## config.mk

```make
export PLATFORM = sky130hd
export DESIGN_NAME = pmst_status_telemetry
export DESIGN_NICKNAME = d
export VERILOG_FILES = /design/src/logic/pmst_pkg.sv /design/src/logic/pmst_lin11.sv /design/src/logic/pmst_status_telemetry.sv
export VERILOG_INCLUDE_DIRS = /design/src /design/src/logic
export SDC_FILE = /design/constraint.sdc
export NUM_CORES = 1
export LEC_CHECK = 0
export ABC_AREA = 1
export BUFFER_PORTS_ARGS = -buffer_cell sky130_fd_sc_hd__buf_2
export CORE_ASPECT_RATIO = 1.4
export CORE_MARGIN = 2
export CORE_UTILIZATION = 49
export CTS_CLUSTER_SIZE = 25
export DETAILED_ROUTE_END_ITERATION = 10
export PLACE_DENSITY = 0.83
export SETUP_SLACK_MARGIN = 0.3
export SLEW_MARGIN = 20
export SYNTH_ARGS = -nofsm -noshare
export SYNTH_HDL_FRONTEND = slang
export SYNTH_SLANG_ARGS = --single-unit
```

## constraint.sdc

```tcl
create_clock -name clk -period 9.4 [get_ports clk]
set_clock_uncertainty 0.05 [all_clocks]
set_input_delay 0.47 -clock clk [delete_from_list [all_inputs] [get_ports clk]]
set_output_delay 0.47 -clock clk [all_outputs]
set_load 0.05 [all_outputs]
```

## src/logic/pmst_map.svh

```systemverilog
// Purpose: Command codes, bit positions, reset values and timing figures
//          for the converter status and telemetry command slice.
// Assumes: Included by its bare name; definitions only.
// Notes:   Codes, bit positions, masks and timing used by the logic are named here; widths and exponents stay in the modules.
`ifndef PMST_MAP_SVH
`define PMST_MAP_SVH

// ============================================================
// Command codes
`define PMST_CMD_MFR_STATUS 8'h80
`define PMST_CMD_VIN_WORD 8'h88
`define PMST_CMD_VOUT_WORD 8'h8b
`define PMST_CMD_IOUT_WORD 8'h8c
`define PMST_CMD_CLEAR_FAULTS_DEF 8'h03
`define PMST_PHASE_ALL 8'hff

// ============================================================
// Vendor status byte layout
`define PMST_BIT_POR 7
`define PMST_BIT_SELF 6
`define PMST_BIT_RESET 3
`define PMST_BIT_BACK_CHAN 2
`define PMST_BIT_SYNC 1
`define PMST_MFR_LATCH_MASK 8'h8e
`define PMST_STATUS_RESET 8'h00
`define PMST_BYTE_ZERO 8'h00

// ============================================================
// Linear word layout and reset values
`define PMST_LIN_EXP_MSB 15
`define PMST_LIN_EXP_LSB 11
`define PMST_LIN_MAN_MSB 10
`define PMST_LIN_MAN_W 11
`define PMST_WORD_RESET 16'h0000

// ============================================================
// Timing
`define PMST_CLK_PERIOD_NS 10
`define PMST_REFRESH_NS 1000000

`endif

```

## src/logic/pmst_pkg.sv

```systemverilog
// Purpose: Types shared by the status and telemetry command slice.
// Assumes: Constants live in pmst_map.svh.
// Notes:   The whole state of the top module is one packed struct.
package pmst_pkg;

  // ============================================================
  // Telemetry word and top-level state
  typedef logic [15:0] pmst_word_t;

  typedef struct packed {
    logic [7:0] latched;
    logic self_live;
    pmst_word_t vin;
    pmst_word_t vout;
    pmst_word_t iout;
    logic [23:0] tick_cnt;
    logic rsp_valid;
    logic rsp_hit;
    pmst_word_t rsp_data;
    logic bad_cmd;
    logic alert;
    logic fault_any;
  } pmst_state_t;

endpackage : pmst_pkg

```

## src/logic/pmst_lin11.sv

```systemverilog
// Purpose: Encode a signed fixed-point value into the 16-bit linear word.
// Assumes: The input LSB weighs two to the power BASE_EXP.
// Notes:   Pure combinational; shifts right until the mantissa fits.
`timescale 1ns/10ps
`include "pmst_map.svh"

module pmst_lin11
#(
  parameter int IN_W = 20,
  parameter int BASE_EXP = -10
)
(
  input wire logic signed [IN_W-1:0] value,
  output logic [15:0] word
);

  logic signed [IN_W-1:0] v;
  logic signed [5:0] e;

  // True when the value already fits an 11-bit signed mantissa.
  function automatic logic fits(input logic signed [IN_W-1:0] x);
    fits = (x[IN_W-1:`PMST_LIN_MAN_MSB] == '0) ||
           (x[IN_W-1:`PMST_LIN_MAN_MSB] == '1);
  endfunction : fits

  // ============================================================
  // Normalise: the word stands for mantissa times two to exponent.
  always_comb
  begin
    v = value;
    e = 6'(BASE_EXP);
    for (int i = 0; i < IN_W - `PMST_LIN_MAN_W; i++)
    begin
      if (!fits(v))
      begin
        v = v >>> 1;
        e = e + 6'sd1;
      end
    end
    word = {e[4:0], v[`PMST_LIN_MAN_MSB:0]};
  end

endmodule : pmst_lin11

```

## src/logic/pmst_status_telemetry.sv

```systemverilog
// Purpose: Vendor status byte and input voltage, output voltage and
//          output current readings behind a decoded command port.
// Assumes: Command, event and measurement inputs come from logic on
//          clk; the bus slave and the summary status registers sit
//          outside and consume bad_cmd_pulse and mfr_fault_any.
// Notes:   Readings refresh on a shared interval tick.
`timescale 1ns/10ps
`include "pmst_map.svh"

// What this block does
// - Latch bit 7 on bad power-up check
// - Bit 6 live: self-check busy or followers missing
// - Bits 5:4 and 0 read zero
// - Latch bit 3 on output reset event
// - Latch bit 2 on back-channel fault
// - Latch bit 1 on sync fault
// - Writing one clears a latched bit
// - Each alerting bit has its own mask bit
// - Vin and iout use linear 16-bit format
// - Input voltage refreshed every millisecond
// - Output voltage is a full unsigned word
// - Vout and iout refreshed every millisecond
// - Write to reading flags bad command
// - Phase all ones: master input voltage
// - Other phase: that device's input voltage, master if out of range
// - Phase all ones: summed stack current
// - Other phase: that device's current, master if out of range
// - Follower reports sense pin, ignores scaling
// - Input voltage reading is command 88h
// - Output voltage reading is command 8Bh
// - Output current reading is command 8Ch
// - Status byte 80h, cleared by clear-faults
module pmst_status_telemetry
#(
  parameter int NDEV = 4,
  parameter int VIN_EXP = -10,
  parameter int IOUT_EXP = -8,
  parameter logic [7:0] CLEAR_FAULTS_CODE = `PMST_CMD_CLEAR_FAULTS_DEF,
  parameter int REFRESH_CYCLES = `PMST_REFRESH_NS / `PMST_CLK_PERIOD_NS
)
(
  input wire logic clk,
  input wire logic rst,
  input wire logic cmd_valid,
  input wire logic cmd_write,
  input wire logic [7:0] cmd_code,
  input wire logic [7:0] cmd_wdata,
  output logic rsp_valid,
  output logic rsp_hit,
  output logic [15:0] rsp_data,
  output logic bad_cmd_pulse,
  input wire logic [7:0] phase_sel,
  input wire logic follower_mode,
  input wire logic por_check_bad,
  input wire logic self_check_busy,
  input wire logic follower_silent,
  input wire logic vout_reset_event,
  input wire logic back_channel_fault,
  input wire logic sync_fault_event,
  input wire logic [7:0] alert_mask_mfr,
  input wire logic [NDEV*16-1:0] vin_dev,
  input wire logic [NDEV*16-1:0] iout_dev,
  input wire logic [15:0] vout_code,
  input wire logic [15:0] sense_pin_code,
  output logic alert_mfr,
  output logic mfr_fault_any
);

  localparam int IN_W = 20;

  pmst_pkg::pmst_state_t s_reg;
  pmst_pkg::pmst_state_t s_next;
  logic signed [IN_W-1:0] vin_raw;
  logic signed [IN_W-1:0] iout_raw;
  pmst_pkg::pmst_word_t vin_word;
  pmst_pkg::pmst_word_t iout_word;
  logic [7:0] set_bits;
  logic [7:0] clr_bits;
  logic tick;
  logic rd_req;
  logic wr_req;

  // ============================================================
  // Helper functions

  // Device index for a phase; all ones and out-of-range map to the
  // master, which is device zero.
  function automatic int phase_index(input logic [7:0] ph);
    phase_index = 0;
    if (ph != `PMST_PHASE_ALL && int'(ph) < NDEV)
    begin
      phase_index = int'(ph);
    end
  endfunction : phase_index

  // Pick one 16-bit lane out of a packed per-device bus.
  function automatic logic [15:0] lane(input logic [NDEV*16-1:0] bus,
                                       input int idx);
    lane = bus[idx*16 +: 16];
  endfunction : lane

  // Sum of all signed device currents, widened against overflow.
  function automatic logic signed [IN_W-1:0] sum_lanes(
    input logic [NDEV*16-1:0] bus);
    logic signed [IN_W-1:0] acc;
    acc = '0;
    for (int i = 0; i < NDEV; i++)
    begin
      acc = acc + IN_W'(signed'(bus[i*16 +: 16]));
    end
    sum_lanes = acc;
  endfunction : sum_lanes

  // Status byte as read: latched bits plus the live self-check bit.
  function automatic logic [7:0] mfr_byte(input logic [7:0] lat,
                                          input logic live);
    logic [7:0] b;
    b = lat & `PMST_MFR_LATCH_MASK;
    b[`PMST_BIT_SELF] = live;
    mfr_byte = b;
  endfunction : mfr_byte

  // True for the three read-only telemetry commands.
  function automatic logic is_reading(input logic [7:0] code);
    is_reading = (code == `PMST_CMD_VIN_WORD) ||
                 (code == `PMST_CMD_VOUT_WORD) ||
                 (code == `PMST_CMD_IOUT_WORD);
  endfunction : is_reading

  // ============================================================
  // Phase-dependent measurement selection.

  // Input voltage follows the master or the selected phase device.
  always_comb
  begin
    vin_raw = IN_W'(signed'({1'b0,
      lane(vin_dev, phase_index(phase_sel))}));
  end

  // Output current is the stack total or one device's share.
  always_comb
  begin
    if (phase_sel == `PMST_PHASE_ALL)
    begin
      iout_raw = sum_lanes(iout_dev);
    end
    else
    begin
      iout_raw = IN_W'(signed'(lane(iout_dev,
        phase_index(phase_sel))));
    end
  end

  // Linear encoders for the unsigned input voltage and signed output current readings.
  pmst_lin11
  #(
    .IN_W(IN_W),
    .BASE_EXP(VIN_EXP)
  )
  u_vin_enc
  (
    .value(vin_raw),
    .word(vin_word)
  );

  pmst_lin11
  #(
    .IN_W(IN_W),
    .BASE_EXP(IOUT_EXP)
  )
  u_iout_enc
  (
    .value(iout_raw),
    .word(iout_word)
  );

  // ============================================================
  // Event and clear vectors for the vendor status byte.

  // Request strobes decoded from the command port.
  assign rd_req = cmd_valid && !cmd_write;
  assign wr_req = cmd_valid && cmd_write;
  assign tick = (s_reg.tick_cnt == 24'(REFRESH_CYCLES - 1));

  // Hardware events that set latched bits.
  always_comb
  begin
    set_bits = `PMST_BYTE_ZERO;
    set_bits[`PMST_BIT_POR] = por_check_bad;
    set_bits[`PMST_BIT_RESET] = vout_reset_event;
    set_bits[`PMST_BIT_BACK_CHAN] = back_channel_fault;
    set_bits[`PMST_BIT_SYNC] = sync_fault_event;
  end

  // Host clears: write one to clear, or clear-faults for all bits.
  always_comb
  begin
    clr_bits = `PMST_BYTE_ZERO;
    if (wr_req && cmd_code == `PMST_CMD_MFR_STATUS)
    begin
      clr_bits = cmd_wdata & `PMST_MFR_LATCH_MASK;
    end
    else if (wr_req && cmd_code == CLEAR_FAULTS_CODE)
    begin
      clr_bits = `PMST_MFR_LATCH_MASK;
    end
  end

  // ============================================================
  // Next-state logic for the whole block.
  always_comb
  begin
    s_next = s_reg;
    s_next.rsp_valid = 1'b0;
    s_next.rsp_hit = 1'b0;
    s_next.bad_cmd = 1'b0;

    // A set arriving with its clear wins; unsupported bits stay zero.
    s_next.latched = ((s_reg.latched & ~clr_bits) | set_bits) &
                     `PMST_MFR_LATCH_MASK;
    s_next.self_live = self_check_busy | follower_silent;

    // Refresh interval counter and telemetry capture.
    if (tick)
    begin
      s_next.tick_cnt = '0;
      s_next.vin = vin_word;
      s_next.iout = iout_word;
      if (follower_mode)
      begin
        s_next.vout = sense_pin_code;
      end
      else
      begin
        s_next.vout = vout_code;
      end
    end
    else
    begin
      s_next.tick_cnt = s_reg.tick_cnt + 24'h000001;
    end

    // Reads of owned commands.
    if (rd_req)
    begin
      s_next.rsp_valid = 1'b1;
      unique case (cmd_code)
        `PMST_CMD_MFR_STATUS:
        begin
          s_next.rsp_hit = 1'b1;
          s_next.rsp_data = {`PMST_BYTE_ZERO,
                             mfr_byte(s_reg.latched, s_reg.self_live)};
        end
        `PMST_CMD_VIN_WORD:
        begin
          s_next.rsp_hit = 1'b1;
          s_next.rsp_data = s_reg.vin;
        end
        `PMST_CMD_VOUT_WORD:
        begin
          s_next.rsp_hit = 1'b1;
          s_next.rsp_data = s_reg.vout;
        end
        `PMST_CMD_IOUT_WORD:
        begin
          s_next.rsp_hit = 1'b1;
          s_next.rsp_data = s_reg.iout;
        end
        default:
        begin
          s_next.rsp_data = `PMST_WORD_RESET;
        end
      endcase
    end

    // Writes: status byte accepted, readings refused as bad command.
    if (wr_req)
    begin
      s_next.rsp_valid = 1'b1;
      s_next.rsp_data = `PMST_WORD_RESET;
      if (cmd_code == `PMST_CMD_MFR_STATUS)
      begin
        s_next.rsp_hit = 1'b1;
      end
      else if (is_reading(cmd_code))
      begin
        s_next.rsp_hit = 1'b1;
        s_next.bad_cmd = 1'b1;
      end
    end

    // Alert and summary follow the new latched value.
    s_next.alert = |(s_next.latched & ~alert_mask_mfr);
    s_next.fault_any = |s_next.latched;
  end

  // ============================================================
  // State register with synchronous reset.
  always_ff @(posedge clk)
  begin
    if (rst)
    begin
      s_reg <= '0;
      s_reg.latched <= `PMST_STATUS_RESET;
      s_reg.vin <= `PMST_WORD_RESET;
      s_reg.vout <= `PMST_WORD_RESET;
      s_reg.iout <= `PMST_WORD_RESET;
    end
    else
    begin
      s_reg <= s_next;
    end
  end

  // ============================================================
  // Outputs come straight from the state register.
  assign rsp_valid = s_reg.rsp_valid;
  assign rsp_hit = s_reg.rsp_hit;
  assign rsp_data = s_reg.rsp_data;
  assign bad_cmd_pulse = s_reg.bad_cmd;
  assign alert_mfr = s_reg.alert;
  assign mfr_fault_any = s_reg.fault_any;

endmodule : pmst_status_telemetry

```

==> metrics.cfg, run 1 <==
[place]
numPortBuffers=215
place_inst=2092
dp_hpwl_um=22800
place_congestion=0.956
placed_area_um2=11300

[setup_path]
cp.arrival_ns=7.58
path_class=input pin to flip-flop
endpoint_kind=flip-flop
cp_data_required_time_ns=9.63
cpMostUsedCell=nand2_1
critPathLaunchType=input pin
slowest_delay_ns=0.56
crit_slowest_cell=fa_1
worstPathMaxFanout=11

[global_route]
grt_max_degree=68
track_usage_pct=24.6
met1_usage_pct=27.1
grt.busiest_layer=met2
use_met3_pct=1.74
grt_use_met2_pct=48.8
grt_overflow_total=0
grt_pass1_vias=10800
antenna_found_initial=0
grt_pass1_wl_um=46600

[timing]
tightestPinTransition_ns=0.852
fin_setup_tns_ns=0
hold_viol_final=0
fin_crit_sh_pct=78.1
min_period_ns=7.34
slew_violations=0
rsz0062_at_grt=false
setup-violations-final=0
fmax_mhz=136
relSlewSlack_pct=43.0

[cells_and_area]
design_area_um2=11600
drive_above_1_share_pct=16.0
largest_reg_flops=77
layout.cells.non_filler=2108
nNetsFinal=2116
fillers=2049
syn_to_final_growth_pct=12.3
diodes=0

[power]
power_frac_clock_pct=24.6
seqPwrFrac_pct=30.1
power_frac_comb_pct=45.3
p_leak_nw=5.74
power_w=0.00140
power_density_nw_per_um2=121
netSwitchingPower_w=0.000557
swShare_pct=39.9
vdd_drop_max_mv=0.0926
intPower_w=0.000840

[yosys]
ys_warn_count=0
avgSynthCellArea_um2=6.08
synth.distinct_cells=61
synth-main-ff-cell=dfxtp_1
synth_nets=1960
ys_ff_latch=98
yosysSeqAreaShare_pct=19.1
synth_edf_count=0
syn_inst=1691
ys_async_sr_fraction_pct=0
netlist_area_um2=10300

[clocking]
cts_resized=0
cts.sinks=98
cts_buffers=9
tritoncts=yes
clockBufferDepth=2
clock_latency_ns=0.34
h-tree-depth=3
clockRootBuffer=clkbuf_16
cts_setup_buffers=0
hold_buffers=0
cts.clk_slew.worst_paths_ns=0.06

[flow_run]
drv_cap=0

[drt]
wl_per_cell_um=13.1
drt_iter0_markers=599
drc=0
drtPass1Iterations=5
routed_wl_um=27600
vias_per_cell=5.35
postRouteAntennaNets=0
vias=11300

[floorplanning]
die_w_um=126
rows=62
start_util_pct=50.0
io_pins=224
die-area_um2=22200
die_y_um=175
coreArea_um2=20600

[outcome]
status=complete, no violations

[hold_path]
hp-class=input pin to flip-flop

==> power groups by stage <==
stage / Sequential [W] / Clock, W / Combinational [W]
finish: 0.000420 / 0.000344 / 0.000632
global placement: 0.000430 / 0 / 0.000613
detailed placement: 0.000430 / 0 / 0.000629
floorplan: 0.000432 / 0 / 0.000478
CTS: 0.000420 / 0.000346 / 0.000632
global route: 0.000420 / 0.000366 / 0.000732
==> Yosys cell counts, types with 8 or more instances <==
cell type | n | area share [%]
buf_4 | 26 | 1.9
o221ai_1 | 8 | 0.68
o211ai_1 | 9 | 0.66
ha_1 | 33 | 4.0
o22ai_1 | 17 | 1.0
nand4_1 | 10 | 0.61
clkbuf_1 | 24 | 0.88
nand2_1 | 408 | 15
buf_2 | 15 | 0.73
inv_2 | 12 | 0.44
o21ai_1 | 30 | 1.5
a31oi_1 | 8 | 0.49
nor2_1 | 133 | 4.9
dfxtp_1 | 98 | 19
a21oi_1 | 65 | 3.2
nor3_1 | 21 | 1.0
o32ai_1 | 17 | 1.4
nand3_1 | 260 | 13
nand2_2 | 15 | 0.91
inv_1 | 275 | 10
o21ai_0 | 63 | 3.1
fa_1 | 33 | 6.4
==> worst max-delay path: cells and delay by family <==
family | cells | cell delay, ns
adders and majority gates | 10 | 3.29
and+or+nand+nor | 29 | 2.97
buffers and inverters | 9 | 0.59
AOI/OAI and AO/OA | 1 | 0.26
==> kinds of logic (layout without fill, tap and decap cells) <==
group                    Yosys count  count (layout)  synth area share (%)
buffers and inverters            367             528                  15.1
multiplexers                       2               2                 0.195
XOR/XNOR                          10              10                 0.851
adder cells (fa/ha/maj)           66              66                  10.4
AO/OA/AOI/OAI                    251             251                  15.0
flip-flops                        98              98                  19.1
AND/OR/NAND/NOR                  897             897                  39.3
==> worst paths after layout <==
check                                               to  cells past startpoint                    from  slack, ns
worst min register to register  s_reg[87]$_SDFFE_PP0P_                      2  s_reg[87]$_SDFFE_PP0P_       0.40
worst max-delay path            s_reg[60]$_SDFFE_PP0P_                     49             iout_dev[1]       2.06
worst max register to register    s_reg[44]$_SDFF_PP0_                     17    s_reg[21]$_SDFF_PP0_       6.34
worst min-delay path              s_reg[93]$_SDFF_PP0_                      3         self_check_busy       0.30
==> placed cells by master, fill, tap and decap left out, types with 8 or more instances in the layout <==
master       n
inv_2       12
a31oi_1      8
nand2_2     15
o22ai_1     17
dfxtp_1     98
clkbuf_16    9
nand4_1     10
o32ai_1     17
buf_2      215
fa_1        33
o211ai_1     9
nor3_1      21
ha_1        33
a21oi_1     65
inv_1      275
o21ai_0     63
nor2_1     133
o221ai_1     8
nand3_1    260
nand2_1    408
o21ai_1     30
==> per-stage QoR <==
stage          hold WS (ns)  util, %  setup WS [ns]
2_1_floorplan         0.366        -           2.94
3_3_place_gp          0.378     54.8           1.83
3_5_place_dp          0.393     54.8           1.72
4_1_cts               0.304     56.2           2.06
5_1_grt               0.347     56.2           1.44
6_report              0.304     56.2           2.06
==> metal layers <==
layer,vias up,part of all wire (%)
met3,59,4.0
li1,5793,-
met2,343,54
met1,5079,40
met4,0,2.7
met5,-,0
==> area by class of cell <==
| class | instances | area, um2 | area share, % |
|---|---|---|---|
| timing repair buffer | 221 | 1120 | 9.70 |
| inverter | 291 | 1100 | 9.52 |
| clock inverter | 5 | 37.5 | 0.325 |
| sequential | 98 | 1960 | 17.0 |
| clock buffer | 11 | 243 | 2.10 |
| multi-input combinational | 1226 | 6770 | 58.6 |
| tap | 256 | 320 | 2.77 |
Note: power is estimated with default switching activity, not from simulation.
==> inputs of run 2 (changes only) <==
--- a/config.mk
+++ b/config.mk
@@ -13,7 +13,7 @@
 export CORE_UTILIZATION = 49
 export CTS_CLUSTER_SIZE = 25
 export DETAILED_ROUTE_END_ITERATION = 10
-export PLACE_DENSITY = 0.83
+export PLACE_DENSITY = 0.86
 export SETUP_SLACK_MARGIN = 0.3
 export SLEW_MARGIN = 20
 export SYNTH_ARGS = -nofsm -noshare
==> constraint.sdc (replaced) <==
create_clock -name clk -period 6.5 [get_ports clk]
set_clock_uncertainty 0.05 [all_clocks]
set_input_delay 0.325 -clock clk [delete_from_list [all_inputs] [get_ports clk]]
set_output_delay 0.325 -clock clk [all_outputs]
set_load 0.05 [all_outputs]
==> metrics.cfg, run 2 (same netlist as run 1, synthesis figures left out) <==
[setup_path]
worstPathMaxFanout=3
worstRegToRegCells=17
cp.arrival_ns=6.31
slowest_delay_ns=0.52
endpoint_kind=flip-flop
cp_data_required_time_ns=6.73
cp_top_family=adder cells
regToRegEndpoint=s_reg[44]$_SDFF_PP0_
r2r_start=s_reg[26]$_SDFF_PP0_
startpoint=iout_dev[17]
cpMostUsedCell=nand2_1
path_buf_inv=10
crit_slowest_cell=fa_1
critPathLaunchType=input pin
regToRegSetupSlack_ns=3.32
path_class=input pin to flip-flop

[place]
dp_hpwl_um=23400
dp_slack_ns=-0.195
place_congestion=0.927
numPortBuffers=215

[clocking]
hold_buffers=0
cts_buffers=9
cts.clk_slew.worst_paths_ns=0.06
clockBufferDepth=2
tritoncts=yes
clock_latency_ns=0.34
h-tree-depth=3
cts.sinks=98
clockRootBuffer=clkbuf_16

[timing]
fmax_mhz=164
setup-violations-final=0
relSlewSlack_pct=61.5
hold_viol_final=0
final.setup.worst_slack_ns=0.420
min_period_ns=6.08
rsz0062_at_grt=true
slew_violations=0
fin_crit_sh_pct=93.5
tightestPinTransition_ns=0.573
hold-worst-slack_ns=0.179

[drt]
wl_per_cell_um=13.8
vias=11700
drtPass1Iterations=7
drc=0
postRouteAntennaNets=0
drt_iter0_markers=682
vias_per_cell=5.41
routed_wl_um=29900

[cells_and_area]
utilization_pct=60.7
drive_above_1_share_pct=23.3
final_common_cell=nand2_1
largest_reg_flops=77
diodes=0
mostFrequentLayoutCells=nand2_1 (375), inv_1 (265), nand3_1 (252)
area.sequential_um2=1960
fillers=1870
multiInputGateArea_um2=7240
nNetsFinal=2174
syn_to_final_growth_pct=21.4

[global_route]
track_usage_pct=25.8
grt_pass1_wl_um=48400
antenna_found_initial=0
grt_max_degree=53
grt_overflow_total=0
grt_pass1_vias=11000

[floorplanning]
io_pins=224
coreArea_um2=20600
die-area_um2=22200
die_y_um=175
die_w_um=126
rows=62
start_util_pct=50.0

[power]
p_leak_nw=6.06
vdd_drop_max_mv=0.132
power_w=0.00230
power_density_nw_per_um2=184

[flow_run]
drv_cap=0

[hold_path]
hp-class=input pin to flip-flop
hold_start=self_check_busy
holdPathEnd=s_reg[93]$_SDFF_PP0_
hold_depth=3

[outcome]
status=complete, no violations

[run 2: changes by cell type in the layout (fill, tap and decap cells not counted), sizes merged]
cell | before | now
buf | 221 | 279
bufinv | 0 | 1
clkbuf | 11 | 10
clkinvlp | 2 | 0
inv | 290 | 289
[run 2: how the worst max path moves through the flow]
stage                                        end  slack (ns)  cells past startpoint
after CTS                 s_reg[60]$_SDFFE_PP0P_        0.30                     46
after floorplan           s_reg[60]$_SDFFE_PP0P_        0.32                     49
after detailed placement  s_reg[60]$_SDFFE_PP0P_       -0.19                     49
after global routing      s_reg[60]$_SDFFE_PP0P_        0.15                     48
after global placement    s_reg[60]$_SDFFE_PP0P_       0.005                     49
final                     s_reg[60]$_SDFFE_PP0P_        0.42                     50
[run 2: timing repair]
| item | CTS | global route |
|---|---|---|
| pin swaps | 9 | 40 |
| endpoints found under the setup margin | 3 | 4 |
| endpoints found under the hold margin | 0 | 0 |
| buffers inserted | 14 | 4 |
| cloned | 0 | 0 |
| gates resized for setup | 26 | 81 |
[run 2: worst reg2reg max path, stage by stage (launching register included)]
cell     delay (ns)
dfxtp_1        0.37
inv_1          0.08
nor4_1         0.39
nand2_1        0.17
nor3_1         0.24
inv_1          0.12
nor4_1         0.37
nand2_1        0.09
nor2_1         0.19
nand3_1        0.10
inv_1          0.10
nand3_1        0.09
nor2_1         0.15
nand3_1        0.13
nor2_1         0.13
nand2_1        0.08
o21ai_0        0.15
a21oi_1        0.06
[run 2: cell type report]
class | instances | share of cell area (%)
Tap cell | 256 | 2.56
Sequential cell | 98 | 15.7
Clock buffer | 10 | 1.83
Inverter | 291 | 8.87
Timing Repair Buffer | 279 | 12.7
Clock inverter | 3 | 0.351
Multi-Input combinational cell | 1226 | 58.0
[run 2: per-layer routing]
metal	global-route usage (%)	vias up	routed length, um
met1	27.5	5239	11300
met4	9.71	0	1060
met2	50.6	465	15900
li1	-	5912	-
met3	3.08	91	1680
met5	0	-	0
[run 2: through the flow]
| step | instance area, um2 | std cells | setup TNS [ns] |
|---|---|---|---|
| 3_3_place_gp | 11600 | 2132 | 0 |
| 5_1_grt | 12500 | 2163 | 0 |
| 4_1_cts | 12100 | 2159 | 0 |
| 3_5_place_dp | 11600 | 2132 | -0.333 |
| 6_report | 12500 | 2163 | 0 |
| 2_1_floorplan | 10300 | 1691 | 0 |
[run 2: power breakdown]
| group | total [W] | internal, W | leakage, nW | switching (W) |
|---|---|---|---|---|
| sequential | 0.000608 | 0.000605 | 0.792 | 0.00000283 |
| combinational | 0.00119 | 0.000500 | 5.13 | 0.000693 |
| clock | 0.000499 | 0.000292 | 0.134 | 0.000207 |
